[config.mk]
export PLATFORM = sky130hd
export DESIGN_NAME = bc_port_power
export DESIGN_NICKNAME = d
export VERILOG_FILES = /design/src/inc/bc_pkg.sv /design/src/inc/strap_if.sv /design/src/design/strap_sampler.sv /design/src/design/bc_port_power.sv
export SDC_FILE = /design/constraint.sdc
export NUM_CORES = 1
export LEC_CHECK = 0
export BUFFER_PORTS_ARGS = -buffer_cell sky130_fd_sc_hd__buf_2
export CORE_MARGIN = 2
export CORE_UTILIZATION = 45
export CTS_BUF_LIST = sky130_fd_sc_hd__clkbuf_8
export DETAILED_ROUTE_END_ITERATION = 6
export GPL_ROUTABILITY_DRIVEN = 0
export PLACE_DENSITY = 0.77
export SLEW_MARGIN = 20
export SYNTH_ARGS = -nofsm -noshare
export SYNTH_HDL_FRONTEND = slang
export SYNTH_SLANG_ARGS = --single-unit
[constraint.sdc]
create_clock -name clk_in -period 1.3 [get_ports clk_in]
set_input_delay 0.195 -clock clk_in [delete_from_list [all_inputs] [get_ports clk_in]]
set_output_delay 0.195 -clock clk_in [all_outputs]
set_load 0.005 [all_outputs]
[src/inc/bc_pkg.sv]
package bc_pkg;

    // port count and register layout
    localparam int NUM_PORTS = 2;
    localparam logic [7:0] BC_ENABLE_ADDR = 8'hD0;
    localparam int BC_EN_P1_BIT = 1;
    localparam int BC_EN_P2_BIT = 2;
    localparam logic [1:0] BC_ENABLE_RESET = 2'h0;
    localparam logic [7:0] UNMAPPED_READ = 8'h00;

    // configuration select encodings
    localparam logic CFG_SEL_STRAPS = 1'b0;
    localparam logic CFG_SEL_SMBUS = 1'b1;

    // serial management slave address, used by the bus engine outside
    localparam logic [6:0] SMBUS_SLAVE_ADDR = 7'h2C;

    // strap hold after reset release, rounded up to whole cycles
    localparam int CLK_PERIOD_PS = 4000;
    localparam int STRAP_HOLD_PS = 16700;
    localparam int STRAP_HOLD_CYC = (STRAP_HOLD_PS + CLK_PERIOD_PS - 1) / CLK_PERIOD_PS;
    localparam int STRAP_CNT_W = 4;

endpackage

[src/inc/strap_if.sv]
`timescale 1ns/1ps
`default_nettype none

// sampled configuration handed from the strap sampler to the core
interface strap_if;
    logic cfg_sel;
    logic charge_strap_p1;
    logic led_strap;
    logic done;

    modport sampler (output cfg_sel, output charge_strap_p1, output led_strap, output done);
    modport core (input cfg_sel, input charge_strap_p1, input led_strap, input done);
endinterface

`default_nettype wire

[src/design/strap_sampler.sv]
`timescale 1ns/1ps
`default_nettype none

module strap_sampler (
    // clock and reset
    input wire logic clk_in,
    input wire logic rst_n_in,
    // raw strap pins
    input wire logic cfg_sel_pin_in,
    input wire logic charge_strap_pin_in,
    input wire logic led_strap_pin_in,
    // sampled results
    strap_if.sampler cfg
);

    logic [2:0] pin_meta_q;
    logic [2:0] pin_sync_q;
    logic [bc_pkg::STRAP_CNT_W-1:0] cnt_q;
    logic done_q;
    logic cfg_sel_q;
    logic charge_q;
    logic led_q;

    // two-flop synchronisers on the strap pins
    always_ff @(posedge clk_in or negedge rst_n_in) begin
        if (!rst_n_in) begin
            pin_meta_q <= 3'h0;
            pin_sync_q <= 3'h0;
        end else begin
            pin_meta_q <= {led_strap_pin_in, charge_strap_pin_in, cfg_sel_pin_in};
            pin_sync_q <= pin_meta_q;
        end
    end

    // hold-time wait after release, then one capture; straps stay still after
    always_ff @(posedge clk_in or negedge rst_n_in) begin
        if (!rst_n_in) begin
            cnt_q <= '0;
            done_q <= 1'b0;
            cfg_sel_q <= 1'b0;
            charge_q <= 1'b0;
            led_q <= 1'b0;
        end else if (!done_q) begin
            if (cnt_q == bc_pkg::STRAP_CNT_W'(bc_pkg::STRAP_HOLD_CYC)) begin
                done_q <= 1'b1;
                cfg_sel_q <= pin_sync_q[0];
                // straps count only in strap mode; high gives 1, low gives 0
                charge_q <= pin_sync_q[1] & (pin_sync_q[0] == bc_pkg::CFG_SEL_STRAPS); // see RULE9 RULE10
                led_q <= pin_sync_q[2] & (pin_sync_q[0] == bc_pkg::CFG_SEL_STRAPS); // see RULE9 RULE10
            end else begin
                cnt_q <= cnt_q + 1'b1;
            end
        end
    end

    assign cfg.cfg_sel = cfg_sel_q;
    assign cfg.charge_strap_p1 = charge_q;
    assign cfg.led_strap = led_q;
    assign cfg.done = done_q;

endmodule

`default_nettype wire

[src/design/bc_port_power.sv]
// What this block does
// RULE1 - power charging ports right after configuration completes
// RULE2 - no wait for enumeration or vbus detect
// RULE3 - over-current turns that port's power off
// RULE4 - tripped port restarts only by host or reset
// RULE5 - report persisting over-current once attached to host
// RULE6 - enable register: bit 1 port 1, bit 2 port 2
// RULE7 - set enable asserts matching port power output
// RULE8 - enable from port 1 strap or register
// RULE9 - straps sampled only when strap mode selected
// RULE10 - strap high gives 1, low gives 0
// RULE11 - shared LED polarity follows sampled strap value
// RULE12 - select 1 means register config, 0 means straps
// RULE13 - unused enable bits read zero, ignore writes
`timescale 1ns/1ps
`default_nettype none

module bc_port_power (
    // clock and reset
    input wire logic clk_in,
    input wire logic rst_n_in,
    // configuration pins
    input wire logic cfg_sel_in,
    input wire logic charge_enable_strap_p1_in,
    input wire logic led_strap_in,
    // register port from the serial management slave engine
    input wire logic [7:0] reg_addr_in,
    input wire logic [7:0] reg_wdata_in,
    input wire logic reg_wr_in,
    input wire logic reg_rd_in,
    input wire logic smbus_load_done_in,
    output logic [7:0] reg_rdata_out,
    output logic reg_rvalid_out,
    // hub core state and host port commands
    input wire logic hub_configured_in,
    input wire logic [2:1] host_power_set_in,
    input wire logic [2:1] host_power_clr_in,
    input wire logic [2:1] host_oc_clear_in,
    input wire logic led_on_in,
    // port power switches and over-current detectors
    input wire logic [2:1] over_current_n_in,
    output logic [2:1] port_power_out,
    output logic [2:1] port_power_oe_out,
    output logic [2:1] oc_status_out,
    // shared LED pin and configuration state
    output logic led_out,
    output logic led_oe_out,
    output logic cfg_done_out
);

    strap_if straps ();

    logic [2:1] oc_meta_q;
    logic [2:1] oc_sync_q;
    logic [2:1] charge_en_q;
    logic load_seen_q;
    logic cfg_done_q;
    logic [2:1] tripped_q;
    logic [2:1] host_pwr_q;
    logic [2:1] pwr_q;
    logic [2:1] oc_stat_q;
    logic [7:0] rdata_q;
    logic rvalid_q;
    logic led_q;
    logic led_oe_q;
    logic smbus_mode;
    logic [2:1] oc_now;

    // strap capture after reset release
    strap_sampler u_sampler (
        .clk_in(clk_in),
        .rst_n_in(rst_n_in),
        .cfg_sel_pin_in(cfg_sel_in),
        .charge_strap_pin_in(charge_enable_strap_p1_in),
        .led_strap_pin_in(led_strap_in),
        .cfg(straps)
    );

    // register writes only land once select has picked the bus; reads answer in either mode
    assign smbus_mode = straps.done & (straps.cfg_sel == bc_pkg::CFG_SEL_SMBUS); // see RULE12

    // over-current detectors are off-chip, so synchronise first
    always_ff @(posedge clk_in or negedge rst_n_in) begin
        if (!rst_n_in) begin
            oc_meta_q <= 2'h3;
            oc_sync_q <= 2'h3;
        end else begin
            oc_meta_q <= over_current_n_in;
            oc_sync_q <= oc_meta_q;
        end
    end

    assign oc_now = ~oc_sync_q;

    // bus mode waits for the code load before calling configuration done
    always_ff @(posedge clk_in or negedge rst_n_in) begin
        if (!rst_n_in) begin
            load_seen_q <= 1'b0;
        end else if (smbus_mode && smbus_load_done_in) begin
            load_seen_q <= 1'b1;
        end
    end

    // configuration complete; no dependence on enumeration or vbus detect
    always_ff @(posedge clk_in or negedge rst_n_in) begin
        if (!rst_n_in) begin
            cfg_done_q <= 1'b0;
        end else if (straps.done && (!smbus_mode || load_seen_q)) begin
            cfg_done_q <= 1'b1; // see RULE1 RULE2 RULE12
        end
    end

    // charging enables: strap for port 1 only, or written over the bus
    always_ff @(posedge clk_in or negedge rst_n_in) begin
        if (!rst_n_in) begin
            charge_en_q <= bc_pkg::BC_ENABLE_RESET;
        end else if (straps.done && !smbus_mode && !cfg_done_q) begin
            charge_en_q <= {1'b0, straps.charge_strap_p1}; // see RULE8
        end else if (smbus_mode && reg_wr_in && reg_addr_in == bc_pkg::BC_ENABLE_ADDR) begin
            // only bits 2 and 1 are stored, the rest are dropped
            charge_en_q <= {reg_wdata_in[bc_pkg::BC_EN_P2_BIT],
                            reg_wdata_in[bc_pkg::BC_EN_P1_BIT]}; // see RULE6 RULE8 RULE13
        end
    end

    // register readback, one cycle after the read strobe
    always_ff @(posedge clk_in or negedge rst_n_in) begin
        if (!rst_n_in) begin
            rdata_q <= 8'h00;
            rvalid_q <= 1'b0;
        end else begin
            rvalid_q <= reg_rd_in;
            if (reg_rd_in) begin
                if (reg_addr_in == bc_pkg::BC_ENABLE_ADDR) begin
                    rdata_q <= {5'h00, charge_en_q, 1'b0}; // see RULE6 RULE13
                end else begin
                    rdata_q <= bc_pkg::UNMAPPED_READ;
                end
            end
        end
    end

    // per-port power, trip and status state
    for (genvar p = 1; p <= bc_pkg::NUM_PORTS; p++) begin : g_port
        // a trip latches until host power-on; reset clears it too
        always_ff @(posedge clk_in or negedge rst_n_in) begin
            if (!rst_n_in) begin
                tripped_q[p] <= 1'b0;
            end else if (cfg_done_q && oc_now[p]) begin
                tripped_q[p] <= 1'b1; // see RULE4
            end else if (host_power_set_in[p]) begin
                tripped_q[p] <= 1'b0; // see RULE4
            end
        end

        // host power state; an over-current also drops it
        always_ff @(posedge clk_in or negedge rst_n_in) begin
            if (!rst_n_in) begin
                host_pwr_q[p] <= 1'b0;
            end else if (oc_now[p] || host_power_clr_in[p]) begin
                host_pwr_q[p] <= 1'b0;
            end else if (host_power_set_in[p]) begin
                host_pwr_q[p] <= 1'b1; // see RULE4
            end
        end

        // power is on for charging or host request, off on any over-current
        always_ff @(posedge clk_in or negedge rst_n_in) begin
            if (!rst_n_in) begin
                pwr_q[p] <= 1'b0;
            end else begin
                pwr_q[p] <= cfg_done_q & ~oc_now[p] & ~tripped_q[p]
                            & (charge_en_q[p] | host_pwr_q[p]); // see RULE1 RULE3 RULE7
            end
        end

        // sticky status seen by the host; a new event beats the clear
        always_ff @(posedge clk_in or negedge rst_n_in) begin
            if (!rst_n_in) begin
                oc_stat_q[p] <= 1'b0;
            end else if (hub_configured_in && oc_now[p]) begin
                oc_stat_q[p] <= 1'b1; // see RULE5
            end else if (host_oc_clear_in[p]) begin
                oc_stat_q[p] <= 1'b0;
            end
        end
    end

    // pins stay undriven while straps may still be read
    always_ff @(posedge clk_in or negedge rst_n_in) begin
        if (!rst_n_in) begin
            port_power_oe_out <= 2'h0;
        end else begin
            port_power_oe_out <= {cfg_done_q, cfg_done_q};
        end
    end

    // strap pulled high means the LED hangs to supply: drive active low
    always_ff @(posedge clk_in or negedge rst_n_in) begin
        if (!rst_n_in) begin
            led_q <= 1'b0;
            led_oe_q <= 1'b0;
        end else begin
            led_q <= led_on_in ^ straps.led_strap; // see RULE11
            led_oe_q <= straps.done;
        end
    end

    assign port_power_out = pwr_q;
    assign oc_status_out = oc_stat_q;
    assign reg_rdata_out = rdata_q;
    assign reg_rvalid_out = rvalid_q;
    assign led_out = led_q;
    assign led_oe_out = led_oe_q;
    assign cfg_done_out = cfg_done_q;

endmodule

`default_nettype wire

After elaboration in Yosys (flattened, before gate mapping) --
Cells that the tools add are included.
Storage, ports and cells: bits in registers 42, output and inout bits 18, bits of input ports 34
Cells by class: reduce and logical (&&, ||, !) cells 24, multiplexer cells 17, add/subtract/negate cells 1, equal/unequal tests 2, bitwise logic cells 20
Operators with widths (count):
- 1-bit two-way mux | 14
- 2-bit nonzero test | 7
- 1-bit logical AND | 10
- 1-bit AND | 9
- 8-bit equality test (second input constant) | 1
- 1-bit inverter | 7
- 4-bit by 1-bit adder with 4-bit output (second input constant) | 1
- 4-bit by 3-bit equality test with 1-bit output (second input constant) | 1
- 2-bit two-way mux | 2
- 2-bit AND reduction | 2
- 1-bit logical OR | 3
- 3-bit two-way mux | 1
- 1-bit logical NOT | 2
- 2-bit inverter | 1
- 1-bit OR | 2
- 1-bit XOR | 1

Depth between registers and ports, before layout --
Gate-level depths: netlist of the first run.
depth in word-level cells 5, depth in mapped cells 5, gate-level depth less buffers 5

By module --
A second synthesis of the first run with hierarchy kept.
Unflattened totals: cell total of the unflattened synthesis 107, area, all modules 1393.8 sq um
Modules (own cells, without submodules):
- bc_port_power | cells an instance 70, area an instance 864.6 sq um, sequential area each 555.5 sq um, times used 1
- strap_sampler | cells an instance 37, area an instance 529.3 sq um, sequential area each 350.3 sq um, times used 1

Least setup slack after synthesis of the first run --
No wires, ideal clock.
path type flip-flop to flip-flop, from register u_sampler.cnt_q[1] in the netlist's numbering, to register u_sampler.cfg_sel_q, in the netlist u_sampler.cfg.cfg_sel, setup time 0.128 ns, setup slack 0.008 ns, cell stages (with the launch flop) 6, required time 1.172 ns, period minus slack after synthesis 1.292 ns, arrival 1.165 ns, path through dfrtp_1 > inv_1 > ha_1 > nand3b_1 > nor2_1 > mux2_1
On the way: longest elaborated chain between the ends 2
RTL lines:
- start: declaration | line strap_sampler.sv:18 | logic [bc_pkg::STRAP_CNT_W-1:0] cnt_q;
- start signal: assignment | line strap_sampler.sv:51 | cnt_q <= cnt_q + 1'b1;
- 4-bit by 3-bit equality test with 1-bit output | line strap_sampler.sv:44 | if (cnt_q == bc_pkg::STRAP_CNT_W'(bc_pkg::STRAP_HOLD_CYC)) begin
- 2-bit AND reduction (no line)
- end signal: assignment | line strap_sampler.sv:46 | cfg_sel_q <= pin_sync_q[0];
- end: declaration | line strap_sampler.sv:20 | logic cfg_sel_q;
No other way between the ends. A chain may end at the register's enable or synchronous reset.

Final worst setup path of the first run --
Ends and elaborated chain as after synthesis.

==> results of run 1 <==
registers in the layout, summed over array words and instances (netlist names), 2 cells and up:
register and flops:
u_sampler.cnt_q 4, u_sampler.pin_sync_q 3, u_sampler.pin_meta_q 3, oc_meta_q 2, port_power_out 2, oc_sync_q 2
oc_status_out 2, tripped_q 2, charge_en_q 2, host_pwr_q 2, reg_rdata_out 2
final cells by class:
type | instances | share of cell area [%]
Clock buffer | 6 | 4.55
Clock inverter | 2 | 0.414
Inverter | 13 | 2.69
Multi-Input combinational cell | 56 | 23.5
Sequential cell | 36 | 50.0
Tap cell | 33 | 2.28
Timing Repair Buffer | 52 | 16.6
per-stage QoR:
| step | setup TNS (ns) | utilization, % | instances | hold WS [ns] | power [mW] |
|---|---|---|---|---|---|
| finish | 0 | 60.4 | 198 | 0.0207 | 2.10 |
| CTS | 0 | 59.0 | 195 | 0.00804 | 2.13 |
| detailed placement | -0.0154 | 54.7 | 183 | 0.252 | 1.35 |
| global route | -0.00470 | 60.4 | 198 | 0.00559 | 2.20 |
| global placement | 0 | 54.7 | 183 | 0.243 | 1.34 |
| floorplan | 0 | - | 113 | -0.101 | 1.27 |
worst max-delay path by stage:
| stage | from | to | slack (ns) | depth (start not counted) |
|---|---|---|---|---|
| after global placement | u_sampler.cnt_q[1]$_DFFE_PN0P_ | u_sampler.cfg.cfg_sel$_DFFE_PN0P_ | 0.06 | 5 |
| final | u_sampler.cnt_q[1]$_DFFE_PN0P_ | u_sampler.cfg.cfg_sel$_DFFE_PN0P_ | 0.04 | 5 |
| after floorplan | u_sampler.cnt_q[1]$_DFFE_PN0P_ | u_sampler.cfg.cfg_sel$_DFFE_PN0P_ | 0.008 | 5 |
| after global routing | u_sampler.cnt_q[1]$_DFFE_PN0P_ | u_sampler.cfg.cfg_sel$_DFFE_PN0P_ | -0.005 | 5 |
| after detailed placement | u_sampler.cnt_q[1]$_DFFE_PN0P_ | u_sampler.cfg.cfg_sel$_DFFE_PN0P_ | -0.02 | 5 |
| after CTS | u_sampler.cnt_q[1]$_DFFE_PN0P_ | u_sampler.cfg.cfg_sel$_DFFE_PN0P_ | 0.002 | 5 |
critical path, cell delays in order (launching register included):
cell	delay [ns]
dfrtp_1	0.39
inv_2	0.08
ha_4	0.12
nand3b_1	0.09
nor2_1	0.14
mux2_4	0.31
routing by layer:
| metal | global-route usage (%) | vias up | share of wire, % |
|---|---|---|---|
| met4 | 4.76 | 0 | 1.3 |
| li1 | - | 461 | - |
| met5 | 0 | - | 0 |
| met2 | 26.7 | 28 | 56 |
| met1 | 14.8 | 452 | 37 |
| met3 | 5.19 | 6 | 6.0 |
cells in the final DEF (no fill, tap or decap):
| cell type | synthesis | layout |
|---|---|---|
| buf_2 | 1 | 39 |
| dfrtp_1 | 32 | 32 |
| inv_1 | 11 | 12 |
| buf_4 | 7 | 10 |
| o22ai_1 | 6 | 6 |
| conb_1 | 1 | 6 |
| clkbuf_8 | 0 | 6 |
| nand2_1 | 5 | 5 |
| dfstp_2 | 4 | 4 |
| xor2_1 | 3 | 3 |
| inv_2 | 2 | 3 |
| mux2i_1 | 3 | 3 |
| o21ai_1 | 3 | 3 |
| nor2_1 | 3 | 3 |
| dlygate4sd3_1 | 0 | 3 |
| o2111a_1 | 2 | 2 |
| a21oi_1 | 2 | 2 |
| nand3b_1 | 2 | 2 |
| o41ai_1 | 2 | 2 |
| nand3_1 | 2 | 2 |
| nor3b_1 | 2 | 2 |
| and3b_1 | 1 | 1 |
| nor2_4 | 0 | 1 |
| or3b_4 | 1 | 1 |
| and4bb_2 | 1 | 1 |
| nor4_4 | 1 | 1 |
| and2_1 | 1 | 1 |
| nor2b_1 | 1 | 1 |
| and3_1 | 1 | 1 |
| and4_4 | 1 | 1 |
| mux2_4 | 0 | 1 |
| a31o_1 | 1 | 1 |
| nor3_2 | 1 | 1 |
| xnor2_1 | 1 | 1 |
| ha_4 | 0 | 1 |
| ha_1 | 2 | 1 |
where the power goes:
group / switching [mW] / internal, mW
Combinational: 0.0676 / 0.0710
Clock: 0.353 / 0.416
Sequential: 0.0242 / 1.17
repair_timing:
item                                    CTS  global route
endpoints found under the setup margin    2             5
setup buffers                             2             2
resized for setup                         3             2
hold buffers                              2             1
pin swaps                                 1             1
hold endpoints to repair                 33             1
cells by family (layout without fill, tap and decap cells):
kind of cell             after synthesis  after routing  share of synthesized area [%]
multiplexers                           4              4                           2.95
AO/OA/AOI/OAI                         16             16                           7.96
adder cells (fa/ha/maj)                2              2                           1.79
buffers and inverters                 21             73                           7.60
flip-flops                            36             36                           64.8
AND/OR/NAND/NOR                       24             24                           12.2
XOR/XNOR                               4              4                           2.50
other                                  1              6                          0.268
==> summary.txt, run 1 <==
crit-path max FO - 2
DRC Markers - 0
Setup CP Type - reg2reg
WP data required - 1.46 ns
Die Wd - 59.8 µm
largest net degree at the start of global routing - 37
Crit path arrival time - 1.42 ns
syn_area_per_cell - 13.0 µm²
fin nets - 200
VDD IR max - 612 µV
global-route wire length before repair - 3720 µm
share of layout cells above drive strength 1 - 42.4%
post-synth top area cell - dfrtp_1
outcome - completed
synthesized flop and latch total - 36
CTS max path bufs - 2
wire per inst - 11.7 µm
Clk pin slew, worst setup/hold paths - 0.06 ns
TritonCTS clock tree - built
most common cell in the synthesized netlist - dfrtp_1
CTS sink count - 36
Power Density - 1160 mW/mm²
Die H - 59.8 µm
gr ovfl total - 0
post-route cell area - 0.00181 mm²
RR Startpoint - u_sampler.cnt_q[1]$_DFFE_PN0P_
Leakage - 0.884 nW
Final Max Slew Viols - 0
Netlist cell types - 33
Most used DFF post-synth - dfrtp_1
post-DP HPWL - 1710 µm
core area - 0.00300 mm²
Initial Util - 46.6%
initial antenna violation count - 0
setup ws final - 0.0415 ns
R2R Path End - u_sampler.cfg.cfg_sel$_DFFE_PN0P_
antenna-violating nets left - 0
row cnt - 20
hold path depth - 1
Clk Latency, worst-skew pair - 0.28 ns
n_diodes - 0
Post-Route WL - 2310 µm
vias in the first global route - 928
First-pass DRT Iterations - 4
Die Area - 0.00357 mm²
Hold Crit Class - in2reg
final clock skew - 0.00617 ns
via count - 947
largest cells by area after synthesis - dfrtp_1 (57%), dfstp_2 (7.5%), buf_4 (3.8%)
sequential-to-total area share from yosys stat - 64.8%
Synth top cells by count - dfrtp_1 (32), inv_1 (11), buf_4 (7), o22ai_1 (6), nand2_1 (5)
sequential cell area - 906 µm²
Synth warnings - 0
gate count after technology mapping - 108
Worst Setup End Kind - flop
vias per std cell - 4.78
Initial DRC Count - 26
clk root buf - clkbuf_8
Multi-input gate area - 427 µm²
Min-Delay Endpoint - u_sampler.pin_meta_q[0]$_DFF_PN0_
Worst setup SP type - flop
Synth async-reset ratio - 100%
Post-synth EDFFs - 0
R2R Setup Slk - 0.04 ns
Hold Startpoint - cfg_sel_in
IO Pins - 52
Post-Place Worst Slack - -0.0154 ns
max-cap violations - 0
minimum clock period after layout - 1.26 ns
Syn-to-layout area delta - 29.6%
fmax - 795 MHz
# H-tree levels - 2
Overall Global Routing Usage - 14.4%
Yosys top cell area share - 57.2%
Fill cells - 250
Setup-failing EPs final - 0
worst reg-to-reg path cell count - 5
number of buffers added on ports - 39
Num CTS Buffers - 5
mapped cell area - 0.00140 mm²
placement-stage cell area - 0.00164 mm²
post-route clock period utilization - 96.8%
Final Hold Viols - 0
(Power assumes the default switching activity.)
==> run 2, diff against run 1 <==
--- a/config.mk
+++ b/config.mk
@@ -5,6 +5,7 @@
 export SDC_FILE = /design/constraint.sdc
 export NUM_CORES = 1
 export LEC_CHECK = 0
+export ABC_AREA = 1
 export BUFFER_PORTS_ARGS = -buffer_cell sky130_fd_sc_hd__buf_2
 export CORE_MARGIN = 2
 export CORE_UTILIZATION = 45
@@ -12,6 +13,7 @@
 export DETAILED_ROUTE_END_ITERATION = 6
 export GPL_ROUTABILITY_DRIVEN = 0
 export PLACE_DENSITY = 0.77
+export REMOVE_ABC_BUFFERS = 1
 export SLEW_MARGIN = 20
 export SYNTH_ARGS = -nofsm -noshare
 export SYNTH_HDL_FRONTEND = slang
==> run 2 against run 1 <==
The run now ends with DRC left. Non-clock buffer count fell by 9. Largest cell class unchanged. Setup slack improved by 0.041 ns. Sequential share of layout area rose by 3.5 points. First-iteration DRC count rose by 27%. Clock skew barely moved. Maximum frequency rose by 3.3%. Highest routed layer unchanged. Register-to-register slack improved by 0.04 ns. Flip-flop and latch count did not move. Final area fell by 6.6%. Die area fell by 3.1%. Power fell by 2.9%. Global-route usage rose by 0.63 points.
==> summary.txt, run 2 <==
outcome - finished, violations left
failing checks - DRC
gate count after technology mapping - 125
Highest Signal Layer - met4
core area - 0.00281 mm²
clk root buf - clkbuf_8
Largest regs - u_sampler.cnt_q x4, u_sampler.pin_meta_q x3, u_sampler.pin_sync_q x3
slowest stage delay, CP - 0.39 ns
Fill cells - 239
number of buffers added on ports - 39
RSZ-0062 raised after global routing - yes
initial antenna violation count - 0
met1 wire length - 948 µm
DRC Markers - 8
syn_area_per_cell - 10.8 µm²
critical-path cell list - inv_1 > ha_1 > nand3_2 > nand2_2 > nor2_1 > xor2_1
n_diodes - 0
global-route wire length before repair - 3820 µm
Most used DFF post-synth - dfrtp_1
WL met3 - 195 µm
synthesized flop and latch total - 36
Synth top cells by count - dfrtp_1 (32), inv_1 (21), nand2_1 (16), o21ai_0 (14), nand3_1 (9)
WP data required - 1.50 ns
Synth warnings - 0
Post-Place Worst Slack - 0.0533 ns
final clock skew - 0.00619 ns
Tot Pwr - 2.04 mW
First-pass DRT Iterations - 6
via count - 982
minimum clock period after layout - 1.22 ns
Initial Util - 48.2%
max-cap violations - 0
Switching Fraction - 22.0%
mapped cell area - 0.00135 mm²
share of layout cells above drive strength 1 - 32.2%
post-DP HPWL - 1700 µm
post-synth top area cell - dfrtp_1
Worst Setup End Kind - flop
Syn-to-layout area delta - 25.3%
wire per inst - 11.3 µm
most common cell in the synthesized netlist - dfrtp_1
Netlist cell types - 16
max reg flops - 4
Crit path arrival time - 1.42 ns
part of the power in registers - 58.3%
gr ovfl total - 0
Clk Latency, worst-skew pair - 0.28 ns
Post-Route WL - 2330 µm
vias in the first global route - 932
setup TNS - 0 ns
Final Max Slew Viols - 0
fin nets - 209
sequential-to-total area share from yosys stat - 67.0%
CTS sink count - 36
Post-synth EDFFs - 0
Clk pin slew, worst setup/hold paths - 0.07 ns
metal2 WL - 1160 µm
Leakage - 0.894 nW
Die H - 58.8 µm
largest net degree at the start of global routing - 20
IO Pins - 52
final core utilization - 60.4%
Setup-failing EPs final - 0
internal power - 1.59 mW
Psw - 450 µW
Power Density - 1210 mW/mm²
Clk pwr share - 35.2%
Hold Crit Class - in2reg
Yosys top cell area share - 59.2%
Setup CP Type - reg2reg
largest reg by FF count - u_sampler.cnt_q
crit-path max FO - 5
Num CTS Buffers - 5
fmax - 821 MHz
Final Hold Viols - 0
antenna-violating nets left - 0
most frequent cells in the layout - buf_2 (39), dfrtp_1 (32), inv_1 (23)
VDD IR max - 756 µV
Die Area - 0.00346 mm²
setup ws final - 0.0821 ns
Overall Global Routing Usage - 15.0%
row cnt - 19
# H-tree levels - 2
Worst setup SP type - flop
largest cells by area after synthesis - dfrtp_1 (59%), dfstp_2 (7.8%), inv_1 (5.8%)
TritonCTS clock tree - built
Min Hold Slack - 0.0158 ns
CP max-delay cell - dfrtp_1
Initial DRC Count - 33
CTS max path bufs - 2
combinational share of power - 6.5%
Die Wd - 58.8 µm
post-route clock period utilization - 93.7%
Synth async-reset ratio - 100%
vias per std cell - 4.79
commonest non-fill, non-tap cell in the layout - buf_2
## run 2: cell types whose count changed after synthesis, sizes merged, moves of 3 or more
cell and change:
inv +8, o22ai -4, mux2i -3, o21ai +11
nor2 +3, nand4 +3, nand3 +7, nand2 +11
## run 2: layout make-up
cell class / count / area [µm²] / share of cell area [%]
sequential: 36 / 906 / 53.5
multi-input combinational: 66 / 349 / 20.6
timing repair buffer: 43 / 240 / 14.2
inverter: 21 / 78.8 / 4.65
clock buffer: 5 / 68.8 / 4.06
tap: 31 / 38.8 / 2.29
clock inverter: 3 / 12.5 / 0.739
## run 2: routing by layer
layer  vias to the layer above  global-route usage, %
met5                         -                      0
met4                         0                   6.82
met3                         3                   4.18
met2                        43                   25.9
met1                       460                   17.4
li1                        476                      -
## run 2: power groups by stage
stage / Combinational (mW) / Clock [mW] / Sequential [mW]
after global routing: 0.155 / 0.797 / 1.20
after global placement: 0.126 / 0 / 1.21
after CTS: 0.135 / 0.743 / 1.19
after floorplan: 0.0405 / 0 / 1.21
final: 0.132 / 0.720 / 1.19
after detailed placement: 0.132 / 0 / 1.21
## run 2: final timing paths
path | to | startpoint | cells after the start | slack, ns
max | u_sampler.cnt_q[3]$_DFFE_PN0P_ | u_sampler.cnt_q[1]$_DFFE_PN0P_ | 6 | 0.08
min | u_sampler.pin_meta_q[1]$_DFF_PN0_ | charge_enable_strap_p1_in | 1 | 0.02
max reg2reg | u_sampler.cnt_q[3]$_DFFE_PN0P_ | u_sampler.cnt_q[1]$_DFFE_PN0P_ | 6 | 0.08
min reg2reg | oc_sync_q[1]$_DFF_PN1_ | oc_meta_q[1]$_DFF_PN1_ | 0 | 0.35
max in group asynchronous | u_sampler.cnt_q[0]$_DFFE_PN0P_ | rst_n_in | 3 | 0.47
min in group asynchronous | reg_rvalid_out$_DFF_PN0_ | rst_n_in | 2 | 0.39
## run 2: cell families after synthesis
family                     Yosys count  synth area share (%)
AOI/OAI and AO/OA                   17                  6.75
xor gates and xnor gates             4                  2.59
adders and majority gates            2                  1.85
buffers and inverters               28                  9.71
DFF                                 36                  67.0
other                                1                 0.277
and+or+nand+nor                     37                  11.8
## run 2: per-stage QoR
stage | std cells | cell area, µm²
floorplan | 123 | 1320
detailed placement | 195 | 1580
finish | 205 | 1690
CTS | 204 | 1670
global route | 205 | 1690
global placement | 195 | 1580
## run 2: repair_timing
action,CTS,global route
setup endpoints to repair,0,4
setup buffers,0,1
gates resized for setup,0,4
hold buffers,1,0
hold endpoints to repair,13,0
## run 2: worst max-delay path: cells and delay by family, from the launching register on
family	cells	cell delay, ns
adders and majority gates	1	0.18
and+or+nand+nor	3	0.35
xor gates and xnor gates	1	0.15
DFF	1	0.39
buffers and inverters	1	0.06
